===== config.mk =====
export PLATFORM = sky130hd
export DESIGN_NAME = fcrs_sequencer
export DESIGN_NICKNAME = d
export VERILOG_FILES = /design/src/fcrs_pkg.sv /design/src/fcrs_op_if.sv /design/src/fcrs_op_timer.sv /design/src/fcrs_sequencer.sv
export SDC_FILE = /design/constraint.sdc
export NUM_CORES = 1
export LEC_CHECK = 0
export BUFFER_PORTS_ARGS = -buffer_cell sky130_fd_sc_hd__buf_2
export CAP_MARGIN = 30
export CELL_PAD_IN_SITES_DETAIL_PLACEMENT = 1
export CELL_PAD_IN_SITES_GLOBAL_PLACEMENT = 1
export CORE_MARGIN = 5
export CORE_UTILIZATION = 43
export CTS_BUF_LIST = sky130_fd_sc_hd__clkbuf_8
export CTS_CLUSTER_DIAMETER = 120
export DETAILED_ROUTE_END_ITERATION = 8
export GPL_ROUTABILITY_DRIVEN = 1
export PLACE_DENSITY = 0.9
export SYNTH_ARGS = -nofsm -noshare
export SYNTH_HDL_FRONTEND = slang
export SYNTH_HIERARCHICAL = 1
export SYNTH_SLANG_ARGS = --single-unit

===== constraint.sdc =====
create_clock -name clk -period 2.81 [get_ports clk]
set_input_delay 0.4215 -clock clk [delete_from_list [all_inputs] [get_ports clk]]
set_output_delay 0.4215 -clock clk [all_outputs]
set_load 0.02 [all_outputs]

===== src/fcrs_pkg.sv =====
package fcrs_pkg;
    // Register byte offsets
    localparam logic [7:0] OFF_CTRL = 8'h00;
    localparam logic [7:0] OFF_CMD_ADDR = 8'h04;
    localparam logic [7:0] OFF_CMD_DATA = 8'h08;
    localparam logic [7:0] OFF_STATUS = 8'h0C;
    localparam logic [7:0] OFF_LOCK = 8'h10;
    localparam logic [7:0] OFF_RESULT = 8'h14;
    // Control fields
    localparam int CTRL_MODE_BIT = 0;
    localparam int CTRL_LOCK_INV_BIT = 1;
    // Status byte and status register fields
    localparam int ST_READY_BIT = 7;
    localparam int ST_ERASE_ERR_BIT = 5;
    localparam int ST_PROG_ERR_BIT = 4;
    localparam int ST_RDY_BUSY_BIT = 8;
    localparam int ST_MODE_ON_BIT = 9;
    // Flash address layout
    localparam int ADDR_W = 24;
    localparam int BLOCK_LSB = 16;
    localparam int BLOCK_W = 3;
    localparam int NUM_BLOCKS = 8;
    // Command codes
    localparam logic [7:0] CMD_PROGRAM = 8'h41;
    localparam logic [7:0] CMD_READ_ARRAY = 8'hFF;
    localparam logic [7:0] CMD_READ_STATUS = 8'h70;
    localparam logic [7:0] CMD_CLEAR_STATUS = 8'h50;
    localparam logic [7:0] CMD_BLOCK_ERASE = 8'h20;
    localparam logic [7:0] CMD_ERASE_ALL = 8'hA7;
    localparam logic [7:0] CMD_LOCK_READ = 8'h71;
    localparam logic [7:0] CMD_CONFIRM = 8'hD0;
    // AXI responses
    localparam logic [1:0] RESP_OKAY = 2'h0;
    localparam logic [1:0] RESP_SLVERR = 2'h2;
    // Operation times
    localparam int CLK_HZ = 20_000_000;
    localparam int PROG_TIME_NS = 10_000;
    localparam int ERASE_TIME_NS = 100_000;
    localparam int PROG_CYCLES = (PROG_TIME_NS * (CLK_HZ / 1_000_000) + 999) / 1000;
    localparam int ERASE_CYCLES = (ERASE_TIME_NS * (CLK_HZ / 1_000_000) + 999) / 1000;
    localparam int CNT_W = 12;
    // Flash operation kinds
    typedef enum logic [1:0] {
        FCRS_OP_PROGRAM = 2'b00,
        FCRS_OP_ERASE_BLOCK = 2'b01,
        FCRS_OP_ERASE_ALL = 2'b10
    } fcrs_op_t;
    // Read mode of the sequencer
    typedef enum logic [1:0] {
        FCRS_RD_ARRAY = 2'b00,
        FCRS_RD_STATUS = 2'b01,
        FCRS_RD_LOCK = 2'b10
    } fcrs_rd_t;
    // Command cycle state
    typedef enum logic {
        FCRS_SEQ_FIRST = 1'b0,
        FCRS_SEQ_SECOND = 1'b1
    } fcrs_seq_t;
endpackage


===== src/fcrs_op_if.sv =====
`timescale 1ns/1ns
// Start of a timed flash operation and its busy answer
interface fcrs_op_if;
    logic start;
    logic erase;
    logic busy;
    modport ctrl (output start, output erase, input busy);
    modport engine (input start, input erase, output busy);
endinterface


===== src/fcrs_op_timer.sv =====
`timescale 1ns/1ns
module fcrs_op_timer (
    // Clock and reset
    input wire logic clk,
    input wire logic reset,
    // Operation handshake
    fcrs_op_if.engine op
);
    import fcrs_pkg::*;

    typedef struct packed {
        logic busy;
        logic [CNT_W-1:0] cnt;
    } fcrs_timer_t;

    fcrs_timer_t r;
    fcrs_timer_t next_r;

    // Load the duration on start, count down to ready
    always_comb begin
        next_r = r;
        if (r.busy) begin
            if (r.cnt == CNT_W'(1)) begin
                next_r.busy = 1'b0;
            end
            next_r.cnt = r.cnt - CNT_W'(1);
        end else if (op.start) begin
            next_r.busy = 1'b1;
            next_r.cnt = op.erase ? CNT_W'(ERASE_CYCLES) : CNT_W'(PROG_CYCLES);
        end
    end

    always_ff @(posedge clk) begin
        if (reset) begin
            r <= '0;
        end else begin
            r <= next_r;
        end
    end

    assign op.busy = r.busy;
endmodule // fcrs_op_timer


===== src/fcrs_sequencer.sv =====
`timescale 1ns/1ns
module fcrs_sequencer (
    // Clock and reset
    input wire logic clk,
    input wire logic reset,
    // AXI4-Lite write address
    input wire logic awvalid,
    output logic awready,
    input wire logic [7:0] awaddr,
    // AXI4-Lite write data
    input wire logic wvalid,
    output logic wready,
    input wire logic [31:0] wdata,
    input wire logic [3:0] wstrb,
    // AXI4-Lite write response
    output logic bvalid,
    input wire logic bready,
    output logic [1:0] bresp,
    // AXI4-Lite read address
    input wire logic arvalid,
    output logic arready,
    input wire logic [7:0] araddr,
    // AXI4-Lite read data
    output logic rvalid,
    input wire logic rready,
    output logic [31:0] rdata,
    output logic [1:0] rresp,
    // Flash array operation request
    output logic op_valid,
    output fcrs_pkg::fcrs_op_t op_kind,
    output logic [fcrs_pkg::ADDR_W-1:0] op_addr,
    output logic [15:0] op_data,
    // Ready/busy state
    output logic ready_busy_bit
);
    import fcrs_pkg::*;

    typedef struct packed {
        logic aw_held;
        logic [7:0] aw_addr;
        logic w_held;
        logic [31:0] w_data;
        logic w_any;
        logic bvalid;
        logic [1:0] bresp;
        logic rvalid;
        logic [31:0] rdata;
        logic [1:0] rresp;
        logic mode_sel;
        logic mode_on;
        logic lock_inv;
        logic [NUM_BLOCKS-1:0] lock_bits;
        logic [ADDR_W-1:0] cmd_addr;
        fcrs_rd_t rd_mode;
        fcrs_seq_t seq;
        logic [7:0] first_cmd;
        logic erase_err;
        logic prog_err;
        logic lock_result;
        logic start;
        logic start_erase;
        logic op_valid;
        fcrs_op_t op_kind;
        logic [ADDR_W-1:0] op_addr;
        logic [15:0] op_data;
    } fcrs_state_t;

    fcrs_state_t r;
    fcrs_state_t next_r;
    fcrs_op_if op_bus ();

    // Timed program and erase engine
    fcrs_op_timer u_timer (
        .clk(clk),
        .reset(reset),
        .op(op_bus.engine)
    );

    assign op_bus.start = r.start;
    assign op_bus.erase = r.start_erase;

    logic ready;
    logic [7:0] status_byte;
    logic [7:0] cmd_byte;
    logic target_locked;
    logic do_write;

    // Busy covers the start cycle so no command slips in before the timer
    assign ready = !(op_bus.busy || r.start);

    // Status byte built from the named bit positions
    always_comb begin
        status_byte = 8'h00;
        status_byte[ST_READY_BIT] = ready;
        status_byte[ST_ERASE_ERR_BIT] = r.erase_err;
        status_byte[ST_PROG_ERR_BIT] = r.prog_err;
    end

    assign cmd_byte = r.w_data[7:0];
    assign target_locked = r.lock_bits[r.cmd_addr[BLOCK_LSB +: BLOCK_W]] && !r.lock_inv;
    assign do_write = r.aw_held && r.w_held && !r.bvalid;

    // Bus slave, mode control and command sequencer
    always_comb begin
        next_r = r;
        next_r.start = 1'b0;
        next_r.start_erase = 1'b0;
        next_r.op_valid = 1'b0;
        if (awvalid && !r.aw_held) begin
            next_r.aw_held = 1'b1;
            next_r.aw_addr = awaddr;
        end
        if (wvalid && !r.w_held) begin
            next_r.w_held = 1'b1;
            next_r.w_data = wdata;
            next_r.w_any = |wstrb;
        end
        if (r.bvalid && bready) begin
            next_r.bvalid = 1'b0;
        end
        if (do_write) begin
            next_r.aw_held = 1'b0;
            next_r.w_held = 1'b0;
            next_r.bvalid = 1'b1;
            next_r.bresp = RESP_OKAY;
            unique case (r.aw_addr)
                OFF_CTRL: begin
                    if (r.w_any) begin
                        next_r.mode_sel = r.w_data[CTRL_MODE_BIT];
                        // Only a 0 then 1 sequence turns the mode on
                        next_r.mode_on = r.w_data[CTRL_MODE_BIT] && (r.mode_on || !r.mode_sel);
                        next_r.lock_inv = r.w_data[CTRL_LOCK_INV_BIT];
                        if (!r.w_data[CTRL_MODE_BIT]) begin
                            next_r.seq = FCRS_SEQ_FIRST;
                            next_r.rd_mode = FCRS_RD_ARRAY;
                        end
                    end
                end
                OFF_CMD_ADDR: begin
                    if (r.w_any) begin
                        next_r.cmd_addr = r.w_data[ADDR_W-1:0];
                    end
                end
                OFF_LOCK: begin
                    if (r.w_any) begin
                        next_r.lock_bits = r.w_data[NUM_BLOCKS-1:0];
                    end
                end
                OFF_CMD_DATA: begin
                    // Commands while busy are dropped; software must poll ready first
                    if (r.w_any && r.mode_on && ready) begin
                        if (r.seq == FCRS_SEQ_FIRST) begin
                            if (!r.cmd_addr[0]) begin
                                unique case (cmd_byte)
                                    CMD_READ_ARRAY: next_r.rd_mode = FCRS_RD_ARRAY;
                                    CMD_READ_STATUS: next_r.rd_mode = FCRS_RD_STATUS;
                                    CMD_CLEAR_STATUS: begin
                                        next_r.erase_err = 1'b0;
                                        next_r.prog_err = 1'b0;
                                    end
                                    CMD_PROGRAM: begin
                                        // Back-to-back programs allowed in status mode unless a fault is pending
                                        if (!(r.rd_mode == FCRS_RD_STATUS && r.prog_err)) begin
                                            next_r.seq = FCRS_SEQ_SECOND;
                                            next_r.first_cmd = cmd_byte;
                                        end
                                    end
                                    CMD_BLOCK_ERASE, CMD_ERASE_ALL, CMD_LOCK_READ: begin
                                        next_r.seq = FCRS_SEQ_SECOND;
                                        next_r.first_cmd = cmd_byte;
                                    end
                                    default: ;
                                endcase
                            end
                        end else begin
                            next_r.seq = FCRS_SEQ_FIRST;
                            unique case (r.first_cmd)
                                CMD_PROGRAM: begin
                                    next_r.rd_mode = FCRS_RD_STATUS;
                                    if (target_locked) begin
                                        next_r.erase_err = 1'b1;
                                        next_r.prog_err = 1'b1;
                                    end else if (!r.cmd_addr[0]) begin
                                        next_r.start = 1'b1;
                                        next_r.op_valid = 1'b1;
                                        next_r.op_kind = FCRS_OP_PROGRAM;
                                        next_r.op_addr = r.cmd_addr;
                                        next_r.op_data = r.w_data[15:0];
                                    end
                                end
                                CMD_BLOCK_ERASE, CMD_ERASE_ALL: begin
                                    if (cmd_byte == CMD_CONFIRM) begin
                                        next_r.rd_mode = FCRS_RD_STATUS;
                                        if (r.first_cmd == CMD_BLOCK_ERASE && target_locked) begin
                                            next_r.erase_err = 1'b1;
                                            next_r.prog_err = 1'b1;
                                        end else begin
                                            next_r.start = 1'b1;
                                            next_r.start_erase = 1'b1;
                                            next_r.op_valid = 1'b1;
                                            next_r.op_kind = (r.first_cmd == CMD_ERASE_ALL) ?
                                                FCRS_OP_ERASE_ALL : FCRS_OP_ERASE_BLOCK;
                                            next_r.op_addr = r.cmd_addr;
                                            next_r.op_data = 16'h0000;
                                        end
                                    end
                                end
                                default: begin
                                    // Lock bit status read of the addressed block
                                    next_r.rd_mode = FCRS_RD_LOCK;
                                    next_r.lock_result = r.lock_bits[r.cmd_addr[BLOCK_LSB +: BLOCK_W]];
                                end
                            endcase
                        end
                    end
                end
                OFF_STATUS, OFF_RESULT: ;
                default: next_r.bresp = RESP_SLVERR;
            endcase
        end
        if (r.rvalid && rready) begin
            next_r.rvalid = 1'b0;
        end
        if (arvalid && !r.rvalid) begin
            next_r.rvalid = 1'b1;
            next_r.rresp = RESP_OKAY;
            next_r.rdata = 32'h0000_0000;
            unique case (araddr)
                OFF_CTRL: begin
                    next_r.rdata[CTRL_MODE_BIT] = r.mode_sel;
                    next_r.rdata[CTRL_LOCK_INV_BIT] = r.lock_inv;
                end
                OFF_CMD_ADDR: next_r.rdata[ADDR_W-1:0] = r.cmd_addr;
                OFF_CMD_DATA: ;
                OFF_STATUS: begin
                    next_r.rdata[7:0] = status_byte;
                    next_r.rdata[ST_RDY_BUSY_BIT] = ready;
                    next_r.rdata[ST_MODE_ON_BIT] = r.mode_on;
                end
                OFF_LOCK: next_r.rdata[NUM_BLOCKS-1:0] = r.lock_bits;
                OFF_RESULT: begin
                    // Result follows the read mode the last command left behind
                    unique case (r.rd_mode)
                        FCRS_RD_STATUS: next_r.rdata[7:0] = status_byte;
                        FCRS_RD_LOCK: next_r.rdata[0] = r.lock_result;
                        default: ;
                    endcase
                end
                default: next_r.rresp = RESP_SLVERR;
            endcase
        end
    end

    always_ff @(posedge clk) begin
        if (reset) begin
            r <= '0;
        end else begin
            r <= next_r;
        end
    end

    // Handshake outputs and registered data
    assign awready = !r.aw_held;
    assign wready = !r.w_held;
    assign arready = !r.rvalid;
    assign bvalid = r.bvalid;
    assign bresp = r.bresp;
    assign rvalid = r.rvalid;
    assign rdata = r.rdata;
    assign rresp = r.rresp;
    assign op_valid = r.op_valid;
    assign op_kind = r.op_kind;
    assign op_addr = r.op_addr;
    assign op_data = r.op_data;
    assign ready_busy_bit = ready;
endmodule // fcrs_sequencer


## Word level (Yosys, flattened, before mapping)

Cells that the tools add are included.
Widths: inputs -> output; s select.

- Add/subtract/negate cells: 1
- Reductions and logical operators: 49
- Eq/ne operators: 40
- Muxes and demuxes: 48
- Bitwise operators: 8
- Order comparisons: 1

Operators with widths:

| cell | count |
|---|---|
| $mux 45 | 2 |
| $mux 43 | 2 |
| $pmux 43 s2 | 1 |
| $mux 59 | 1 |
| $mux 46 | 1 |
| $eq 8x7->1 const B | 5 |
| $mux 13 | 3 |
| $mux 35 | 1 |
| $eq 8x4->1 const B | 4 |
| $eq 8x5->1 const B | 4 |
| $eq 8x8->1 const B | 4 |
| $pmux 6 s4 | 1 |
| $mux 2 | 9 |
| $ne 2x2->1 const B | 9 |
| $pmux 9 s2 | 1 |
| $reduce_and 9->1 | 2 |
| $eq 8x3->1 const B | 2 |
| $eq 8x6->1 const B | 2 |
| $logic_not 8->1 | 2 |
| $pmux 2 s2 | 4 |
| $mux 14 | 1 |
| $reduce_bool 2->1 | 7 |
| $logic_and 1x1->1 | 13 |
| $eq 12x1->1 const B | 1 |
| 31 further kinds | 65 |

- Input bits: 59
- Word-level logic and storage cells: 176
- Output and inout port bits: 85
- Bits in registers: 172

## Logic depth before layout (Yosys ltp)

- Word-level depth: 10
- Gate-level depth with buffers: 9
- Depth with buffers taken out: 6

## By module

Netlist, hierarchy kept.

Modules (own cells, without submodules):

| module | instances | cells each | seq. area each (µm²) | area each (µm²) |
|---|---|---|---|---|
| fcrs_sequencer | 1 | 869 | 3,103.0 | 7,168.1 |
| fcrs_op_timer | 1 | 75 | 260.2 | 654.4 |

## Least setup slack after synthesis

No wires, ideal clock.

- Path type: reg2reg
- From: register r, in the netlist op_bus.start
- To: register r, in the netlist op_data[10]
- Cell stages (with the launch flop): 8
- Period minus slack after synthesis: 2.431 ns
- Slack: 0.379 ns
- Required time: 2.738 ns
- Buffers on the path: 2
- Setup time: 0.072 ns
- Arrival time: 2.360 ns
- Cell sequence: dfxtp_1 > nor2_1 > nand4_1 > or3_1 > buf_6 > nor3_4 > buf_6 > mux2i_1

- Longest elaborated chain between the ends: 4

Ends and longest elaborated chain:

| what | line | text |
|---|---|---|
| start: declaration | fcrs_sequencer.sv:68 | `fcrs_state_t r;` |
| start signal: assignment | fcrs_sequencer.sv:258 | `r <= next_r;` |
| $logic_or 1x1->1 | fcrs_sequencer.sv:89 | `assign ready = !(op_bus.busy \|\| r.start);` |
| $logic_not 1->1 | fcrs_sequencer.sv:89 |  |
| net ready_busy_bit | fcrs_sequencer.sv:34 | `output logic ready_busy_bit` |
| $logic_and 1x1->1 | fcrs_sequencer.sv:151 | `if (r.w_any && r.mode_on && ready) begin` |
| $reduce_and 9->1 (no source line) | - |  |

The timed path passes the listed nets, and every way through them passes these cells.
A chain may end at the register's enable or synchronous reset.

## Worst setup path in the final report

- From: register r[172] (netlist name)
- To: register r, in the netlist op_addr[12]

- Longest elaborated chain between the ends: 2

Ends and longest elaborated chain:

| what | line | text |
|---|---|---|
| $eq 8x4->1 | fcrs_sequencer.sv:126 | `unique case (r.aw_addr)` |
| $reduce_and 9->1 (no source line) | - |  |

Every way passes these cells.

==> results.cfg <==
[floorplan]
start_util_pct = 43.5
die_area_um2 = 21000
die_h_um = 145
std_cell_rows = 49
die_w_um = 145
core_um2 = 18000
ioPinCount = 144

[grt]
grt_overflow = 0
grtUsageTotal_pct = 22.0
grt_pass1_wl_mm = 36.7
antenna_found_initial = 0
grt_pass1_vias = 7104
grt_max_degree = 101

[synthesis]
synth.largest_area_cell = dfxtp_1
synth.avg_cell_area_um2 = 8.29
ys_ff_latch = 168
synth_top_family_by_area = simple AND/OR/NAND/NOR gates
synthMostInstantiatedCell = nand2_1
synth-edff-count = 0
yosys.area.top_type_share_pct = 43.0
synth.top_cells.by_area = dfxtp_1 43%, nand2_1 8.2%, buf_4 7.5%, a21oi_1 7.2%, mux2i_1 5.2%
yosys_warnings = 6
syn_inst = 944
synth_simple_gate_area_share_pct = 22.7
synthAdderAreaFrac_pct = 0.320
synth.mux.area_fraction_pct = 5.97
async_reset_ff_share_pct = 0
synth_xor_area_share_pct = 0
ys_seq_area_share_pct = 43.0
synth_cell_types = 67
netlist_area_um2 = 7820
synth_top_flop_cell = dfxtp_1
synth_common_cells = 170 x nand2_1, 168 x dfxtp_1, 112 x a21oi_1
synth-compound-area-share_pct = 16.0

[clock_tree]
insertion_delay_ns = 0.47
htree_levels = 4
clk_path_buf_depth = 2
ctsHoldBuffers = 0
cts.sinks = 168
cts_tree = done
path_clk_slew_ns = 0.09
cts_root_buf = clkbuf_8
cts_buffers = 17
cts_setup_buffers = 0
cts_resized = 0

[routing]
post_drt_wl_per_cell_um = 19.0
vias = 6996
drt_pass1_iterations = 4
ant_nets = 0
drc = 0
wl_mm = 23.1
dr.first_iter.drc_count = 461
via_per_inst = 5.74

[layout]
fin_nets = 1039
area_growth_pct = 8.94
drive_above_1_share_pct = 20.7
antenna_cells = 0

[timing]
setup_viol = 0
finalCritPeriodShare_pct = 89.4
hold_viol_final = 0
fin_crit_ns = 2.51
setup_tns_ns = 0
holdWs_ns = 0.182
final-max-slew-violation-count = 0
slew_headroom_pct = 39.1
max_clock_freq_mhz = 398
skew_ns = 0.0140
tightest_slew_ns = 0.911
rsz0062_at_grt = false

[min_path]
hold_path_class = input pin to register

[setup_path]
cp-start-kind = register
worstPathArrival_ns = 2.86
critPathCaptureType = register
cp.required_ns = 3.16
worstPathMaxFanout = 26
worst_path_max_delay_cell = or4_1
max_stage_delay_ns = 0.54
path_cells = or4_1, nand4bb_1, buf_4, or3_1, buf_4, o31ai_1, a21oi_1
path_class = register to register
cp_common_cell = buf_4

[pwr]
power_density_nw_per_um2 = 519
vdd_ir_drop_max_uv = 287
power.leakage_uw = 0.00316

[job]
drv_cap = 0

[placed_design]
dpl.hpwl_mm = 16.3
gp_congestion = 0.914
portBuffers = 125

[outcome]
status = finished, final reports clean
cell families (layout without fill, tap and decap cells):
| logic type | count (synthesis) | count (layout) |
|---|---|---|
| flops | 168 | 168 |
| buf+inv | 161 | 197 |
| simple gates | 362 | 362 |
| fa+ha+maj | 2 | 2 |
| compound gates | 205 | 205 |
| mux | 45 | 45 |
| other cells | 1 | 10 |
layout by cell type, fill, tap and decap left out, types with 4 or more instances in the layout:
master    instances
nand3_1          24
nor2_1           49
clkbuf_8         20
dfxtp_1         168
nand2_1         170
a211oi_1          4
inv_1            14
or4_1             6
a21oi_1         112
o211ai_1          5
o21ai_0          11
mux2i_1          41
o31ai_1          31
or3_1             6
nand2b_1          7
nor3_1           12
or2_2             4
nor4_1            6
nand4_1          39
buf_2           124
buf_4            28
a31o_2            4
and3_1            4
conb_1           10
nor2b_1           5
a22oi_1           6
a31oi_1           9
sequential cells by signal, summed over array words and instances, names as in the netlist:
name / count
rvalid: 1
op_kind: 2
op_bus.start: 1
op_data: 16
rdata: 24
op_addr: 24
r: 75
op_bus.erase: 1
bvalid: 1
u_timer/r: 12
rresp: 1
u_timer/op.busy: 1
bresp: 1
cmd_byte: 8
area by class of cell:
cell class                 instances  area, um^2
clock buffer                      20         275
clock inverter                    10        96.3
fill                            2202        9440
inverter                          13        48.8
multi-input combinational        624        3580
sequential                       168        3360
tap                              229         287
timing repair buffer             154         871
power by group:
part / switching (uW) / internal, uW / total (uW)
clock: 915 / 768 / 1680
combinational: 179 / 92.9 / 272
sequential: 49.9 / 2410 / 2460
critical path: cells and delay by family, from the launching register on:
family	cells	cell delay (ns)
AND/OR/NAND/NOR	3	1.21
buffers and inverters	2	0.48
flip-flops	1	0.32
AO/OA/AOI/OAI	2	0.36
metal layers:
metal / track usage (%) / wire (um) / part of all wire (%) / vias up
met1: 29.7 / 10500 / 45 / 3431
met2: 35.7 / 11000 / 47 / 216
li1: - / - / - / 3306
met3: 3.81 / 1240 / 5.4 / 43
met4: 7.56 / 446 / 1.9 / 0
met5: 0 / 0 / 0 / -
final timing paths:
path	startpoint	to	slack, ns	cells after the start
worst max-delay path	r[172]$_SDFFE_PP0P_	op_addr[12]$_SDFFE_PP0P_	0.30	7
worst min-delay path	wdata[20]	r[153]$_SDFFE_PP0P_	0.18	3
worst max register to register	r[172]$_SDFFE_PP0P_	op_addr[12]$_SDFFE_PP0P_	0.30	7
worst min register to register	rdata[11]$_SDFFE_PP0P_	rdata[11]$_SDFFE_PP0P_	0.45	2
through the flow:
stage	std cells	utilization [%]	area, um^2	setup WS (ns)	total power [uW]
floorplan	953	-	7860	0.379	2690
global placement	1188	45.4	8150	0.386	2780
detailed placement	1188	45.4	8150	0.292	2790
CTS	1218	47.4	8520	0.285	4450
global route	1218	47.4	8520	0.180	4580
finish	1218	47.4	8520	0.298	4420
Note: power is estimated with default switching activity, not from simulation.
